**src/rtl/cam_cfg.svh**
```systemverilog
// Purpose: Offsets, field positions, reset values and counts of the counter access block.
// Assumes: Printed offsets are register indices; the byte address is four times the index.
// Notes:   Included by its bare name.
`ifndef CAM_CFG_SVH
`define CAM_CFG_SVH

// ============================================================================
// Register indices (byte address = index * 4)
// ============================================================================
`define CAM_IDX_BYTE3       10'h214
`define CAM_IDX_BYTE2       10'h215
`define CAM_IDX_BYTE1       10'h216
`define CAM_IDX_SELECT      10'h217
`define CAM_IDX_COMMAND     10'h207
`define CAM_IDX_MST_ENABLE  10'h218
`define CAM_IDX_MST_STATUS  10'h232
`define CAM_IDX_EVT_STATUS  10'h240
`define CAM_IDX_EVT_CLEAR   10'h241
`define CAM_IDX_EVT_ENABLE  10'h242

// ============================================================================
// Command register fields
// ============================================================================
`define CAM_CMD_CODE_LSB    0
`define CAM_CMD_CODE_MSB    1
`define CAM_CMD_DIR_BIT     2
`define CAM_CMD_IEVAL_BIT   3
`define CAM_CMD_RSVD_LSB    4
`define CAM_CMD_RSVD_MSB    6
`define CAM_CMD_DONE_BIT    7
`define CAM_CODE_RESERVED   2'h0
`define CAM_CODE_VALUE      2'h1
`define CAM_CODE_IRQ_EN     2'h2
`define CAM_CODE_UNUSED     2'h3

// ============================================================================
// Event bits and reset values
// ============================================================================
`define CAM_EVT_DONE_BIT    0
`define CAM_EVT_BADCMD_BIT  1
`define CAM_EVT_WIDTH       2
`define CAM_RST_BYTE        8'h00
`define CAM_RST_MST_ENABLE  8'h00
`define CAM_RST_EVT         2'h0
`define CAM_NUM_LINKS       8

`endif

```
**src/rtl/cam_pkg.sv**
```systemverilog
// Purpose: Types shared by the counter access block.
// Assumes: Constants live in cam_cfg.svh.
// Notes:   Holds the transfer sequencer states only.
package cam_pkg;
    typedef enum logic [1:0]
    {
        CAM_IDLE,
        CAM_REQ,
        CAM_FINISH
    } cam_state_e;
endpackage
```
**src/rtl/cam_counter_access.sv**
```systemverilog
// What this block does
// - Command code 01 moves a counter value, 10 its interrupt enable bit; 00, 11 forbidden.
// - Direction bit 0 writes holding registers into counter; 1 reads counter to them.
// - Bit 3 gives interrupt enable value, applied only for command code 10.
// - Bit 7 reads 1 when transfer finished, 0 pending; software writes 0 there.
// - Master status has one bit per link, 1 while that link requests.
// - Writes to master status are ignored and change nothing.
// - Master status is not latched; enable changes alter the pin at once.
// - Active-low pin is low when any requesting link has its master enable bit set.
// - A link requests when any link status bit meets its enable bit.
// - Select upper nibble picks counter type, lower nibble picks link or group.
// - Holding bytes feed counter writes and capture counter reads.
//
// Purpose: APB register bank driving indirect counter transfers and the link interrupt pin.
// Assumes: Zero-wait APB slave; counters answer on cnt_ack_i some cycles after a request.
// Notes:   Also raises a level interrupt from its own transfer events.
//
// The APB slave port was left to the implementer.
`timescale 1ns/1ns
`include "cam_cfg.svh"
module cam_counter_access
    import cam_pkg::*;
#(
    parameter int ADDR_W    = 12,
    parameter int NUM_LINKS = `CAM_NUM_LINKS,
    parameter int CNT_W     = 24
) (
    // Clock and reset.
    input  wire logic                   mclk_i,
    input  wire logic                   reset_i,
    // APB slave.
    input  wire logic                   psel_i,
    input  wire logic                   penable_i,
    input  wire logic                   pwrite_i,
    input  wire logic [ADDR_W-1:0]      paddr_i,
    input  wire logic [31:0]            pwdata_i,
    output logic      [31:0]            prdata_o,
    output logic                        pready_o,
    output logic                        pslverr_o,
    // Internal counter access port.
    output logic                        cnt_req_o,
    output logic                        cnt_write_o,
    output logic                        cnt_irq_en_sel_o,
    output logic      [7:0]             cnt_select_o,
    output logic      [CNT_W-1:0]       cnt_wdata_o,
    output logic                        cnt_irq_en_o,
    input  wire logic                   cnt_ack_i,
    input  wire logic [CNT_W-1:0]       cnt_rdata_i,
    input  wire logic                   cnt_irq_en_i,
    // Per-link interrupt sources.
    input  wire logic [NUM_LINKS*8-1:0] link_status_i,
    input  wire logic [NUM_LINKS*8-1:0] link_enable_i,
    // Interrupt outputs.
    output logic                        irq_n_o,
    output logic                        irq_o
);

    // ========================================================================
    // Register state
    // ========================================================================
    cam_state_e                 state;
    cam_state_e                 next_state;
    logic [7:0]                 byte3;
    logic [7:0]                 byte2;
    logic [7:0]                 byte1;
    logic [7:0]                 counter_select;
    logic [1:0]                 cmd_code;
    logic                       cmd_dir;
    logic                       cmd_ieval;
    logic [2:0]                 cmd_rsvd;
    logic                       done;
    logic [NUM_LINKS-1:0]       interrupt_master_enable;
    logic [NUM_LINKS-1:0]       interrupt_master_status;
    logic [`CAM_EVT_WIDTH-1:0]  evt_status;
    logic [`CAM_EVT_WIDTH-1:0]  evt_enable;
    logic [31:0]                next_prdata;
    logic                       next_slverr;

    // ========================================================================
    // APB decode
    // ========================================================================
    wire [9:0] word_idx   = paddr_i[11:2];
    wire       aligned    = (paddr_i[1:0] == 2'h0);
    wire       hit_byte3  = aligned && (word_idx == `CAM_IDX_BYTE3);
    wire       hit_byte2  = aligned && (word_idx == `CAM_IDX_BYTE2);
    wire       hit_byte1  = aligned && (word_idx == `CAM_IDX_BYTE1);
    wire       hit_select = aligned && (word_idx == `CAM_IDX_SELECT);
    wire       hit_cmd    = aligned && (word_idx == `CAM_IDX_COMMAND);
    wire       hit_men    = aligned && (word_idx == `CAM_IDX_MST_ENABLE);
    wire       hit_mst    = aligned && (word_idx == `CAM_IDX_MST_STATUS);
    wire       hit_evst   = aligned && (word_idx == `CAM_IDX_EVT_STATUS);
    wire       hit_evclr  = aligned && (word_idx == `CAM_IDX_EVT_CLEAR);
    wire       hit_even   = aligned && (word_idx == `CAM_IDX_EVT_ENABLE);
    wire       hit_any    = hit_byte3 | hit_byte2 | hit_byte1 | hit_select | hit_cmd
                          | hit_men | hit_mst | hit_evst | hit_evclr | hit_even;
    wire       setup      = psel_i && !penable_i;
    wire       access     = psel_i && penable_i;
    wire       wr_en      = access && pwrite_i && hit_any;
    wire       wr_byte3   = wr_en && hit_byte3;
    wire       wr_byte2   = wr_en && hit_byte2;
    wire       wr_byte1   = wr_en && hit_byte1;
    wire       wr_select  = wr_en && hit_select;
    wire       wr_cmd     = wr_en && hit_cmd;
    wire       wr_men     = wr_en && hit_men;
    wire       wr_evclr   = wr_en && hit_evclr;
    wire       wr_even    = wr_en && hit_even;

    // The slave never stalls; every answer comes in the access phase.
    assign pready_o = 1'b1;

    // ========================================================================
    // Command decode
    // ========================================================================
    wire [1:0] wr_code      = pwdata_i[`CAM_CMD_CODE_MSB:`CAM_CMD_CODE_LSB];
    wire       code_valid   = (wr_code == `CAM_CODE_VALUE) || (wr_code == `CAM_CODE_IRQ_EN);
    // A command issued while one is still running is dropped, since the
    // command fields of the first transfer would otherwise be overwritten.
    wire       busy         = (state != CAM_IDLE);
    wire       start        = wr_cmd && code_valid && !busy;
    wire       bad_cmd      = wr_cmd && (!code_valid || busy);
    wire       is_ie_xfer   = (cmd_code == `CAM_CODE_IRQ_EN);
    wire       cnt_read     = cmd_dir;
    wire       xfer_ack     = (state == CAM_REQ) && cnt_ack_i;
    wire       capture_val  = xfer_ack && cnt_read && !is_ie_xfer;
    wire       capture_ie   = xfer_ack && cnt_read && is_ie_xfer;
    wire       finish_evt   = (state == CAM_FINISH);

    // ========================================================================
    // Counter port
    // ========================================================================
    assign cnt_req_o        = (state == CAM_REQ);
    assign cnt_write_o      = (state == CAM_REQ) && !cmd_dir;
    assign cnt_irq_en_sel_o = is_ie_xfer;
    assign cnt_select_o     = counter_select;
    assign cnt_wdata_o      = {byte3, byte2, byte1};
    // The enable value is only meaningful for the enable transfer code.
    assign cnt_irq_en_o     = is_ie_xfer && cmd_ieval;

    // ========================================================================
    // Transfer sequencer
    // ========================================================================
    always_comb
    begin
        next_state = state;
        case (state)
            CAM_IDLE:
            begin
                if (start)
                begin
                    next_state = CAM_REQ;
                end
            end
            CAM_REQ:
            begin
                if (cnt_ack_i)
                begin
                    next_state = CAM_FINISH;
                end
            end
            CAM_FINISH:
            begin
                next_state = CAM_IDLE;
            end
            default:
            begin
                next_state = CAM_IDLE;
            end
        endcase
    end

    always_ff @(posedge mclk_i or posedge reset_i)
    begin
        if (reset_i)
        begin
            state <= CAM_IDLE;
        end
        else
        begin
            state <= next_state;
        end
    end

    // ========================================================================
    // Command register
    // ========================================================================
    always_ff @(posedge mclk_i or posedge reset_i)
    begin
        if (reset_i)
        begin
            cmd_code  <= 2'h0;
            cmd_dir   <= 1'b0;
            cmd_ieval <= 1'b0;
            cmd_rsvd  <= 3'h0;
        end
        else if (start)
        begin
            cmd_code  <= wr_code;
            cmd_dir   <= pwdata_i[`CAM_CMD_DIR_BIT];
            cmd_ieval <= pwdata_i[`CAM_CMD_IEVAL_BIT];
            cmd_rsvd  <= pwdata_i[`CAM_CMD_RSVD_MSB:`CAM_CMD_RSVD_LSB];
        end
    end

    // Done drops on a started command and rises two cycles after the counter answers;
    // the written bit 7 itself is not stored.
    always_ff @(posedge mclk_i or posedge reset_i)
    begin
        if (reset_i)
        begin
            done <= 1'b0;
        end
        else if (finish_evt)
        begin
            done <= 1'b1;
        end
        else if (start)
        begin
            done <= 1'b0;
        end
    end

    // ========================================================================
    // Holding bytes and select
    // ========================================================================
    always_ff @(posedge mclk_i or posedge reset_i)
    begin
        if (reset_i)
        begin
            byte3 <= `CAM_RST_BYTE;
            byte2 <= `CAM_RST_BYTE;
            byte1 <= `CAM_RST_BYTE;
        end
        else if (capture_val)
        begin
            {byte3, byte2, byte1} <= cnt_rdata_i;
        end
        else if (capture_ie)
        begin
            byte1 <= {7'h00, cnt_irq_en_i};
        end
        else
        begin
            // Software writes land here; a running transfer would see them.
            if (wr_byte3) byte3 <= pwdata_i[7:0];
            if (wr_byte2) byte2 <= pwdata_i[7:0];
            if (wr_byte1) byte1 <= pwdata_i[7:0];
        end
    end

    always_ff @(posedge mclk_i or posedge reset_i)
    begin
        if (reset_i)
        begin
            counter_select <= `CAM_RST_BYTE;
        end
        else if (wr_select)
        begin
            counter_select <= pwdata_i[7:0];
        end
    end

    // ========================================================================
    // Master enable and link interrupt combining
    // ========================================================================
    always_ff @(posedge mclk_i or posedge reset_i)
    begin
        if (reset_i)
        begin
            interrupt_master_enable <= `CAM_RST_MST_ENABLE;
        end
        else if (wr_men)
        begin
            interrupt_master_enable <= pwdata_i[NUM_LINKS-1:0];
        end
    end

    // Master status has no storage at all, so a write to it has nothing to change.
    cam_irq_combine #(
        .NUM_LINKS       (NUM_LINKS)
    ) u_irq_combine (
        .link_status_i   (link_status_i),
        .link_enable_i   (link_enable_i),
        .master_enable_i (interrupt_master_enable),
        .master_status_o (interrupt_master_status),
        .irq_n_o         (irq_n_o)
    );

    // ========================================================================
    // Block events
    // ========================================================================
    wire [`CAM_EVT_WIDTH-1:0] evt_set = {bad_cmd, finish_evt};
    wire [`CAM_EVT_WIDTH-1:0] evt_clr = wr_evclr ? pwdata_i[`CAM_EVT_WIDTH-1:0]
                                                 : {`CAM_EVT_WIDTH{1'b0}};

    // A set in the same cycle as its clear wins, so no event is lost.
    always_ff @(posedge mclk_i or posedge reset_i)
    begin
        if (reset_i)
        begin
            evt_status <= `CAM_RST_EVT;
            evt_enable <= `CAM_RST_EVT;
        end
        else
        begin
            evt_status <= (evt_status & ~evt_clr) | evt_set;
            if (wr_even)
            begin
                evt_enable <= pwdata_i[`CAM_EVT_WIDTH-1:0];
            end
        end
    end

    assign irq_o = |(evt_status & evt_enable);

    // ========================================================================
    // Read data
    // ========================================================================
    wire [7:0] cmd_read = {done, cmd_rsvd, cmd_ieval, cmd_dir, cmd_code};

    always_comb
    begin
        next_prdata = 32'h0000_0000;
        if (hit_byte3)  next_prdata[7:0] = byte3;
        if (hit_byte2)  next_prdata[7:0] = byte2;
        if (hit_byte1)  next_prdata[7:0] = byte1;
        if (hit_select) next_prdata[7:0] = counter_select;
        if (hit_cmd)    next_prdata[7:0] = cmd_read;
        if (hit_men)    next_prdata[NUM_LINKS-1:0] = interrupt_master_enable;
        if (hit_mst)    next_prdata[NUM_LINKS-1:0] = interrupt_master_status;
        if (hit_evst)   next_prdata[`CAM_EVT_WIDTH-1:0] = evt_status;
        if (hit_even)   next_prdata[`CAM_EVT_WIDTH-1:0] = evt_enable;
        next_slverr = !hit_any;
    end

    // Read data and error are caught in the setup cycle and held through access.
    always_ff @(posedge mclk_i or posedge reset_i)
    begin
        if (reset_i)
        begin
            prdata_o  <= 32'h0000_0000;
            pslverr_o <= 1'b0;
        end
        else if (setup)
        begin
            prdata_o  <= pwrite_i ? 32'h0000_0000 : next_prdata;
            pslverr_o <= next_slverr;
        end
        else if (!psel_i)
        begin
            pslverr_o <= 1'b0;
        end
    end

endmodule // cam_counter_access

```
**src/rtl/cam_irq_combine.sv**
```systemverilog
// Purpose: Combines per-link status and enable bits into master status and the pin.
// Assumes: Per-link status and enable bits arrive synchronous to mclk_i.
// Notes:   Purely combinational, so mask changes reach the pin at once.
`timescale 1ns/1ns
module cam_irq_combine #(
    parameter int NUM_LINKS = 8
) (
    // Per-link interrupt sources, eight bits per link.
    input  wire logic [NUM_LINKS*8-1:0] link_status_i,
    input  wire logic [NUM_LINKS*8-1:0] link_enable_i,
    // Master enable from the register bank.
    input  wire logic [NUM_LINKS-1:0]   master_enable_i,
    // Results.
    output logic      [NUM_LINKS-1:0]   master_status_o,
    output logic                        irq_n_o
);

    // ========================================================================
    // Per-link request and pin
    // ========================================================================
    genvar g;
    generate
        for (g = 0; g < NUM_LINKS; g++)
        begin : g_link
            // A request counts only when a status bit meets its enable bit.
            assign master_status_o[g] = |(link_status_i[g*8 +: 8] & link_enable_i[g*8 +: 8]);
        end
    endgenerate

    // Masked links never reach the pin; no latch keeps an old request alive.
    assign irq_n_o = ~(|(master_status_o & master_enable_i));

endmodule // cam_irq_combine

```
**config.mk**
```make
export PLATFORM = sky130hd
export DESIGN_NAME = cam_counter_access
export DESIGN_NICKNAME = d
export VERILOG_FILES = /design/src/rtl/cam_pkg.sv /design/src/rtl/cam_counter_access.sv /design/src/rtl/cam_irq_combine.sv
export VERILOG_INCLUDE_DIRS = /design/src /design/src/rtl
export SDC_FILE = /design/constraint.sdc
export NUM_CORES = 1
export LEC_CHECK = 0
export BUFFER_PORTS_ARGS = -buffer_cell sky130_fd_sc_hd__buf_2
export CAP_MARGIN = 20
export CORE_ASPECT_RATIO = 0.8
export CORE_MARGIN = 1.5
export CORE_UTILIZATION = 39
export CTS_BUF_LIST = sky130_fd_sc_hd__clkbuf_4
export DETAILED_ROUTE_END_ITERATION = 10
export PLACE_DENSITY = 0.79
export SLEW_MARGIN = 20
export SYNTH_ARGS = -nofsm -noshare
export SYNTH_HDL_FRONTEND = slang
export SYNTH_HIERARCHICAL = 1
export SYNTH_SLANG_ARGS = --single-unit
```
**constraint.sdc**
```tcl
create_clock -name mclk_i -period 2 [get_ports mclk_i]
set_clock_uncertainty 0.2 [all_clocks]
set_input_delay 0.1 -clock mclk_i [delete_from_list [all_inputs] [get_ports mclk_i]]
set_output_delay 0.1 -clock mclk_i [all_outputs]
set_load 0.1 [all_outputs]
```
==> results of run 1 <==
## metal layers
| metal | GRT usage, % | vias up |
|---|---|---|
| met5 | 0 | - |
| met4 | 9.86 | 0 |
| met3 | 4.89 | 27 |
| met2 | 49.9 | 276 |
| met1 | 34.0 | 2284 |
| li1 | - | 2188 |
## final timing paths
kind | from | end | slack [ns] | depth (start not counted)
max | state[0] | cmd_code[1] | -0.004 | 4
min | reset_i | prdata_o[4] | 0.05 | 3
max reg2reg | state[0] | cmd_code[1] | -0.004 | 4
min reg2reg | byte3[5] | byte3[5] | 0.31 | 1
max in group asynchronous | reset_i | byte1[7] | 0.92 | 4
min in group mclk_i | paddr_i[7] | pslverr_o | 0.06 | 4
## registers in the layout, summed over array words and instances (netlist names)
register and count:
byte1 8, pslverr_o 1, interrupt_master_enable 8, evt_enable 2, cmd_dir 1, prdata_o 8
cmd_code 2, byte2 8, state 2, cmd_rsvd 3, evt_status 2, cnt_select_o 8
done 1, byte3 8, cmd_ieval 1
## cells in the final DEF, fill, tap and decap left out, types with 7 or more instances in the layout
master,Yosys,routed
nand3_1,16,16
a22oi_1,41,41
clkbuf_4,0,10
mux2_4,0,9
o21ai_1,0,7
buf_4,25,54
conb_1,2,25
nor2_1,24,21
nand4_1,10,10
dlygate4sd3_1,0,43
dfrtp_1,63,63
a22o_1,9,9
a21o_1,10,10
buf_2,7,223
nand2_1,34,33
a31oi_1,10,10
mux2_2,29,22
mux2i_1,10,10
## kinds of logic (layout without fill, tap and decap cells)
group | after synthesis | in the layout | share of synthesized area, %
simple gates | 129 | 129 | 18.8
compound gates | 125 | 125 | 23.6
flops | 63 | 63 | 38.4
buf+inv | 55 | 350 | 7.90
mux | 41 | 41 | 11.0
other cells | 2 | 25 | 0.183
xor+xnor | 1 | 1 | 0.214
## area by class of cell
class                   instances  area share [%]
clock buffers                   9            1.06
clock inverters                 7            1.14
inverters                       8           0.532
multi-input cells             321            37.4
flip-flops and latches         63            24.8
well taps                     140            2.76
repair buffers                326            32.3
## repair_timing
action | CTS | global route
cloned | 1 | 0
gates resized for setup | 5 | 4
setup endpoints to repair | 7 | 33
pin swaps | 0 | 1
buffers inserted | 1 | 4
endpoints found under the hold margin | 122 | 0
hold buffers | 43 | 0
## power groups by stage
stage | Clock, mW | Combinational, mW | Sequential (mW)
4_1_cts | 0.908 | 0.759 | 1.29
3_5_place_dp | 0 | 0.688 | 1.31
6_report | 0.908 | 0.767 | 1.29
5_1_grt | 0.959 | 0.810 | 1.29
2_1_floorplan | 0 | 0.398 | 1.35
3_3_place_gp | 0 | 0.676 | 1.31
## critical path, stage by stage, from the launching register on
cell and delay [ns]:
dfrtp_1 0.40, or3_4 0.40, or4_4 0.45, buf_6 0.16
mux2_4 0.29
## stage by stage
step | area (um^2) | std cells
floorplan | 4290 | 439
global route | 6350 | 874
finish | 6350 | 874
detailed placement | 5710 | 809
CTS | 6310 | 870
global placement | 5710 | 809
==> metrics.md, run 1 <==
| Metric | Value |
|---|---|
| Reg power frac | `43.5%` |
| Max Used Layer | `met4` |
| Achievable frequency | `499 MHz` |
| Distinct cell type count after synthesis | `64` |
| Routability cong. | `roughly 0.93` |
| Fin crit share | `100%` |
| Final Max Slew Viols | `0` |
| Area share of the largest cell type after synthesis | `38.4%` |
| Post-synth EDFFs | `0` |
| Largest net degree at the start of global routing | `27` |
| Outcome | `finished, violations left` |
| Crit path max fanout | `5` |
| H-tree depth | `3` |
| Pleak | `between 3 and 4 nW` |
| Worst setup EP type | `register` |
| Worst endpoint data arrival time | `around 2.1 ns` |
| Layout fillers | `846` |
| WL met2 | `around 8000 um` |
| Failing checks | `negative setup slack` |
| Max VDD drop | `0.347 mV` |
| Post-Syn Area | `slightly above 4000 um^2` |
| Starting Density | `40.1%` |
| Multi-input gate area | `between 2000 and 2500 um^2` |
| Worst setup margin | `-0.00350 ns` |
| Max-Cap Viols | `0` |
| Logic pwr share | `25.9%` |
| Root Driver | `clkbuf_4` |
| PD cells | `around 470 nW/um^2` |
| Top cells by area, synth | `dfrtp_1 (38%), mux2_2 (8.0%), a22oi_1 (7.5%)` |
| Worst hold path type | `in2async` |
| Clk Latency, worst-skew pair | `0.43 ns` |
| Top-count cell post-synth | `dfrtp_1` |
| Tot Pwr | `2.96 mW` |
| DRT Wirelength | `15,900 um` |
| Synth area leader | `dfrtp_1` |
| Most instantiated cells after synthesis | `dfrtp_1 (63), a22oi_1 (41), nand2_1 (34)` |
| Count of state elements after synthesis | `63` |
| Yosys warns | `6` |
| CTS sink count | `63` |
| Metal-1 WL | `6150 um` |
| Core area | `10,200 um^2` |
| WL/cell | `roughly 18 um` |
| Crit path kind | `reg2reg` |
| Vias in the first global route | `about 4,700` |
| Via count | `4,775` |
| Final worst path period need | `~2.0 ns` |
| GRT Total Usage | `27.8%` |
| Antenna cell count | `0` |
| I/O pin cnt | `approximately 280` |
| Pre-Repair DR Iteration Count | `5` |
| Setup TNS | `-0.00678 ns` |
| Synth Flop Type | `dfrtp_1` |
| Die width | `118 um` |
| First-iteration detailed-routing DRC count | `319` |
| Clock Tree Buf Depth | `2` |
| Cell-internal power | `1.95 mW` |
| RSZ-0062 raised after global routing | `true` |
| Sw Share | `34.2%` |
| Hold_ws | `0.0540 ns` |
| Mapped Avg Cell Area | `9.86 um^2` |
| P_sw | `1.01 mW` |
| Die Area | `11,100 um^2` |
| Sequential element share of the synthesized area | `approximately two fifths` |
| Routed Antenna Nets | `0` |
| Placed wire-length estimate | `~12,000 um` |
| Layout cell share with drive strength beyond 1 | `48.9%` |
| Die Y | `94.7 um` |
| Via density | `5.46` |
| Final Hold Viols | `0` |
| Initial antenna violation count | `0` |
| CTS Buf Count | `9` |
| Setup violators final | `2` |
| Data required, critical path | `between 2 and 2.5 ns` |
| Global route overflow | `0` |
| Metal3 WL | `1350 um` |
| Dpl ws | `-0.273 ns` |
| Worst setup SP type | `register` |
| Final core occ | `62.0%` |
| Clock network power share | `30.6%` |
| Async S/R FF share, synth | `100%` |
| Storage element area | `1580 um^2` |
| Worst-path clk slew | `about 0.12 ns` |
| Drt drc | `0` |
| CTS tree | `yes` |
| Area Growth Syn to Fin | `54.8%` |
| First-pass GRT wire length | `24,300 um` |
| Row cnt | `33` |
| IO Port Bufs | `225` |
| Least-Margin Pin Slew | `0.554 ns` |
| Max-slew headroom | `63.0%` |
| Final Net Count | `a little over 900` |
| Cells after Synth | `~420` |
Note: power is estimated with default switching activity, not from simulation.
==> inputs of run 2 (changes only) <==
--- a/config.mk
+++ b/config.mk
@@ -14,6 +14,7 @@
 export CTS_BUF_LIST = sky130_fd_sc_hd__clkbuf_4
 export DETAILED_ROUTE_END_ITERATION = 10
 export PLACE_DENSITY = 0.79
+export SKIP_LAST_GASP = 1
 export SLEW_MARGIN = 20
 export SYNTH_ARGS = -nofsm -noshare
 export SYNTH_HDL_FRONTEND = slang
==> run 2 against run 1 <==
Effect of this change:
- total power hardly changed
- largest cell class unchanged
- sequential cell count stayed put
- the flow still finishes with violations (negative setup slack)
- critical endpoint is now cmd_dir
- cell area stayed put
- largest power group unchanged
- critical path type unchanged
- utilization stayed put
==> metrics.md, run 2 (synthesis results as in run 1) <==
| Metric | Value |
|---|---|
| First-pass GRT wire length | `24,300 um` |
| Via density | `5.49` |
| CTS Buf Count | `9` |
| PD cells | `467 nW/um^2` |
| Achievable frequency | `between 400 and 500 MHz` |
| Final Hold Viols | `0` |
| Highest-count cells in the layout ignoring fill and taps | `buf_2 (223), dfrtp_1 (63), buf_4 (54), dlygate4sd3_1 (43), a22oi_1 (41)` |
| Least-Margin Pin Slew | `0.548 ns` |
| Drt drc | `0` |
| Worst hold path type | `in2async` |
| Setup TNS | `-0.00400 ns` |
| Starting Density | `40.1%` |
| Layout cell share with drive strength beyond 1 | `48.9%` |
| Post-route insts no fill | `874` |
| Core area | `10,200 um^2` |
| Setup violators final | `2` |
| Worst setup SP type | `register` |
| Initial antenna violation count | `0` |
| Reg2reg end | `cmd_dir` |
| Die width | `roughly 120 um` |
| Final worst path period need | `2.00 ns` |
| Max-slew headroom | `a little under two thirds` |
| Final Net Count | `932` |
| Reg2reg path depth | `4` |
| H-tree depth | `3` |
| Die Area | `11,100 um^2` |
| Hold_ws | `0.0576 ns` |
| Clk Latency, worst-skew pair | `0.43 ns` |
| Via count | `roughly 4,800` |
| FF-to-FF Start | `state[0]` |
| IO Port Bufs | `between 200 and 250` |
| Worst setup EP type | `register` |
| Area Growth Syn to Fin | `54.8%` |
| Layout fillers | `between 800 and 900` |
| Crit path max fanout | `4` |
| CTS sink count | `63` |
| Clock network power share | `30.6%` |
| Worst setup margin | `-0.00346 ns` |
| Dpl ws | `-0.273 ns` |
| Row cnt | `33` |
| Fin crit share | `100%` |
| Post-placement cell count | `809` |
| First-iteration detailed-routing DRC count | `331` |
| Pleak | `3.47 nW` |
| Clock Tree Buf Depth | `2` |
| Cell-internal power | `1.95 mW` |
| Root Driver | `clkbuf_4` |
| Vias in the first global route | `around 4,700` |
| CTS tree | `yes` |
| Die Y | `94.7 um` |
| Placed wire-length estimate | `between 10,000 and 15,000 um` |
| Max VDD drop | `about 0.34 mV` |
| Worst-path clk slew | `around 0.12 ns` |
| Outcome | `finished, violations left` |
| WL/cell | `18.2 um` |
| Reg2reg setup slack | `-0.003 ns` |
| Antenna cell count | `0` |
| RSZ-0062 raised after global routing | `true` |
| Worst endpoint data arrival time | `2.12 ns` |
| Pre-Repair DR Iteration Count | `5` |
| Commonest non-fill, non-tap cell in the layout | `buf_2` |
| Logic pwr share | `25.9%` |
| Crit path kind | `reg2reg` |
| I/O pin cnt | `275` |
| P_sw | `approximately 1.0 mW` |
| Data required, critical path | `2.12 ns` |
| Global route overflow | `0` |
| Routability cong. | `0.933` |
| Final Max Slew Viols | `0` |
| Max-Cap Viols | `0` |
| Largest net degree at the start of global routing | `27` |
| DRT Wirelength | `~16,000 um` |
| Failing checks | `negative setup slack` |
| GRT Total Usage | `27.7%` |
| Reg power frac | `43.5%` |
| Routed Antenna Nets | `0` |
| Sw Share | `between 30% and 40%` |
## run 2: cell counts in the layout (fill, tap and decap cells not counted)
Identical to the previous run, type by type.
## run 2: layout make-up
class	count	area, um^2	area share, %
timing repair buffer	326	2050	32.3
clock inverter	7	72.6	1.14
sequential	63	1580	24.8
multi-input combinational	321	2370	37.4
clock buffer	9	67.6	1.06
inverter	8	33.8	0.532
tap	140	175	2.76
## run 2: worst max-delay path by stage
stage | slack, ns | start | cells after the start | end
floorplan | -0.16 | paddr_i[1] | 6 | interrupt_master_enable[1]
global placement | -0.23 | paddr_i[4] | 5 | interrupt_master_enable[6]
detailed placement | -0.27 | paddr_i[4] | 5 | interrupt_master_enable[7]
CTS | -0.02 | state[0] | 4 | cmd_code[0]
global route | -0.04 | state[0] | 4 | cmd_code[1]
finish | -0.003 | state[0] | 4 | cmd_dir
## run 2: worst max-delay path, stage by stage (launching register included)
cell     delay [ns]
dfrtp_1        0.40
or3_4          0.40
or4_4          0.45
buf_2          0.18
mux2_2         0.27
## run 2: power by group through the flow
| stage | registers, mW | logic (mW) | clock network [mW] |
|---|---|---|---|
| detailed placement | 1.31 | 0.688 | 0 |
| floorplan | 1.35 | 0.398 | 0 |
| global placement | 1.31 | 0.676 | 0 |
| finish | 1.29 | 0.767 | 0.908 |
| global route | 1.29 | 0.810 | 0.959 |
| CTS | 1.29 | 0.759 | 0.908 |
## run 2: layer usage
metal  vias to the layer above  wire length [um]  GRT usage [%]
met5                         -                 0              0
met4                         0               335           9.76
met3                        34              1460           4.89
met2                       293              8040           49.9
met1                      2287              6090           33.8
li1                       2186                 -              -
## run 2: what timing repair did
| item | CTS | global route |
|---|---|---|
| gates resized for setup | 3 | 6 |
| cloned | 1 | 0 |
| hold endpoints to repair | 122 | 0 |
| hold buffers | 43 | 0 |
| setup buffers | 1 | 4 |
| pin swaps | 0 | 1 |
| setup endpoints to repair | 7 | 32 |
## run 2: through the flow
step | power (mW) | instance area, um^2 | util [%]
2_1_floorplan | 1.75 | 4290 | -
3_3_place_gp | 1.99 | 5710 | 55.7
3_5_place_dp | 2.00 | 5710 | 55.7
4_1_cts | 2.96 | 6300 | 61.6
5_1_grt | 3.06 | 6350 | 62.0
6_report | 2.97 | 6350 | 62.0
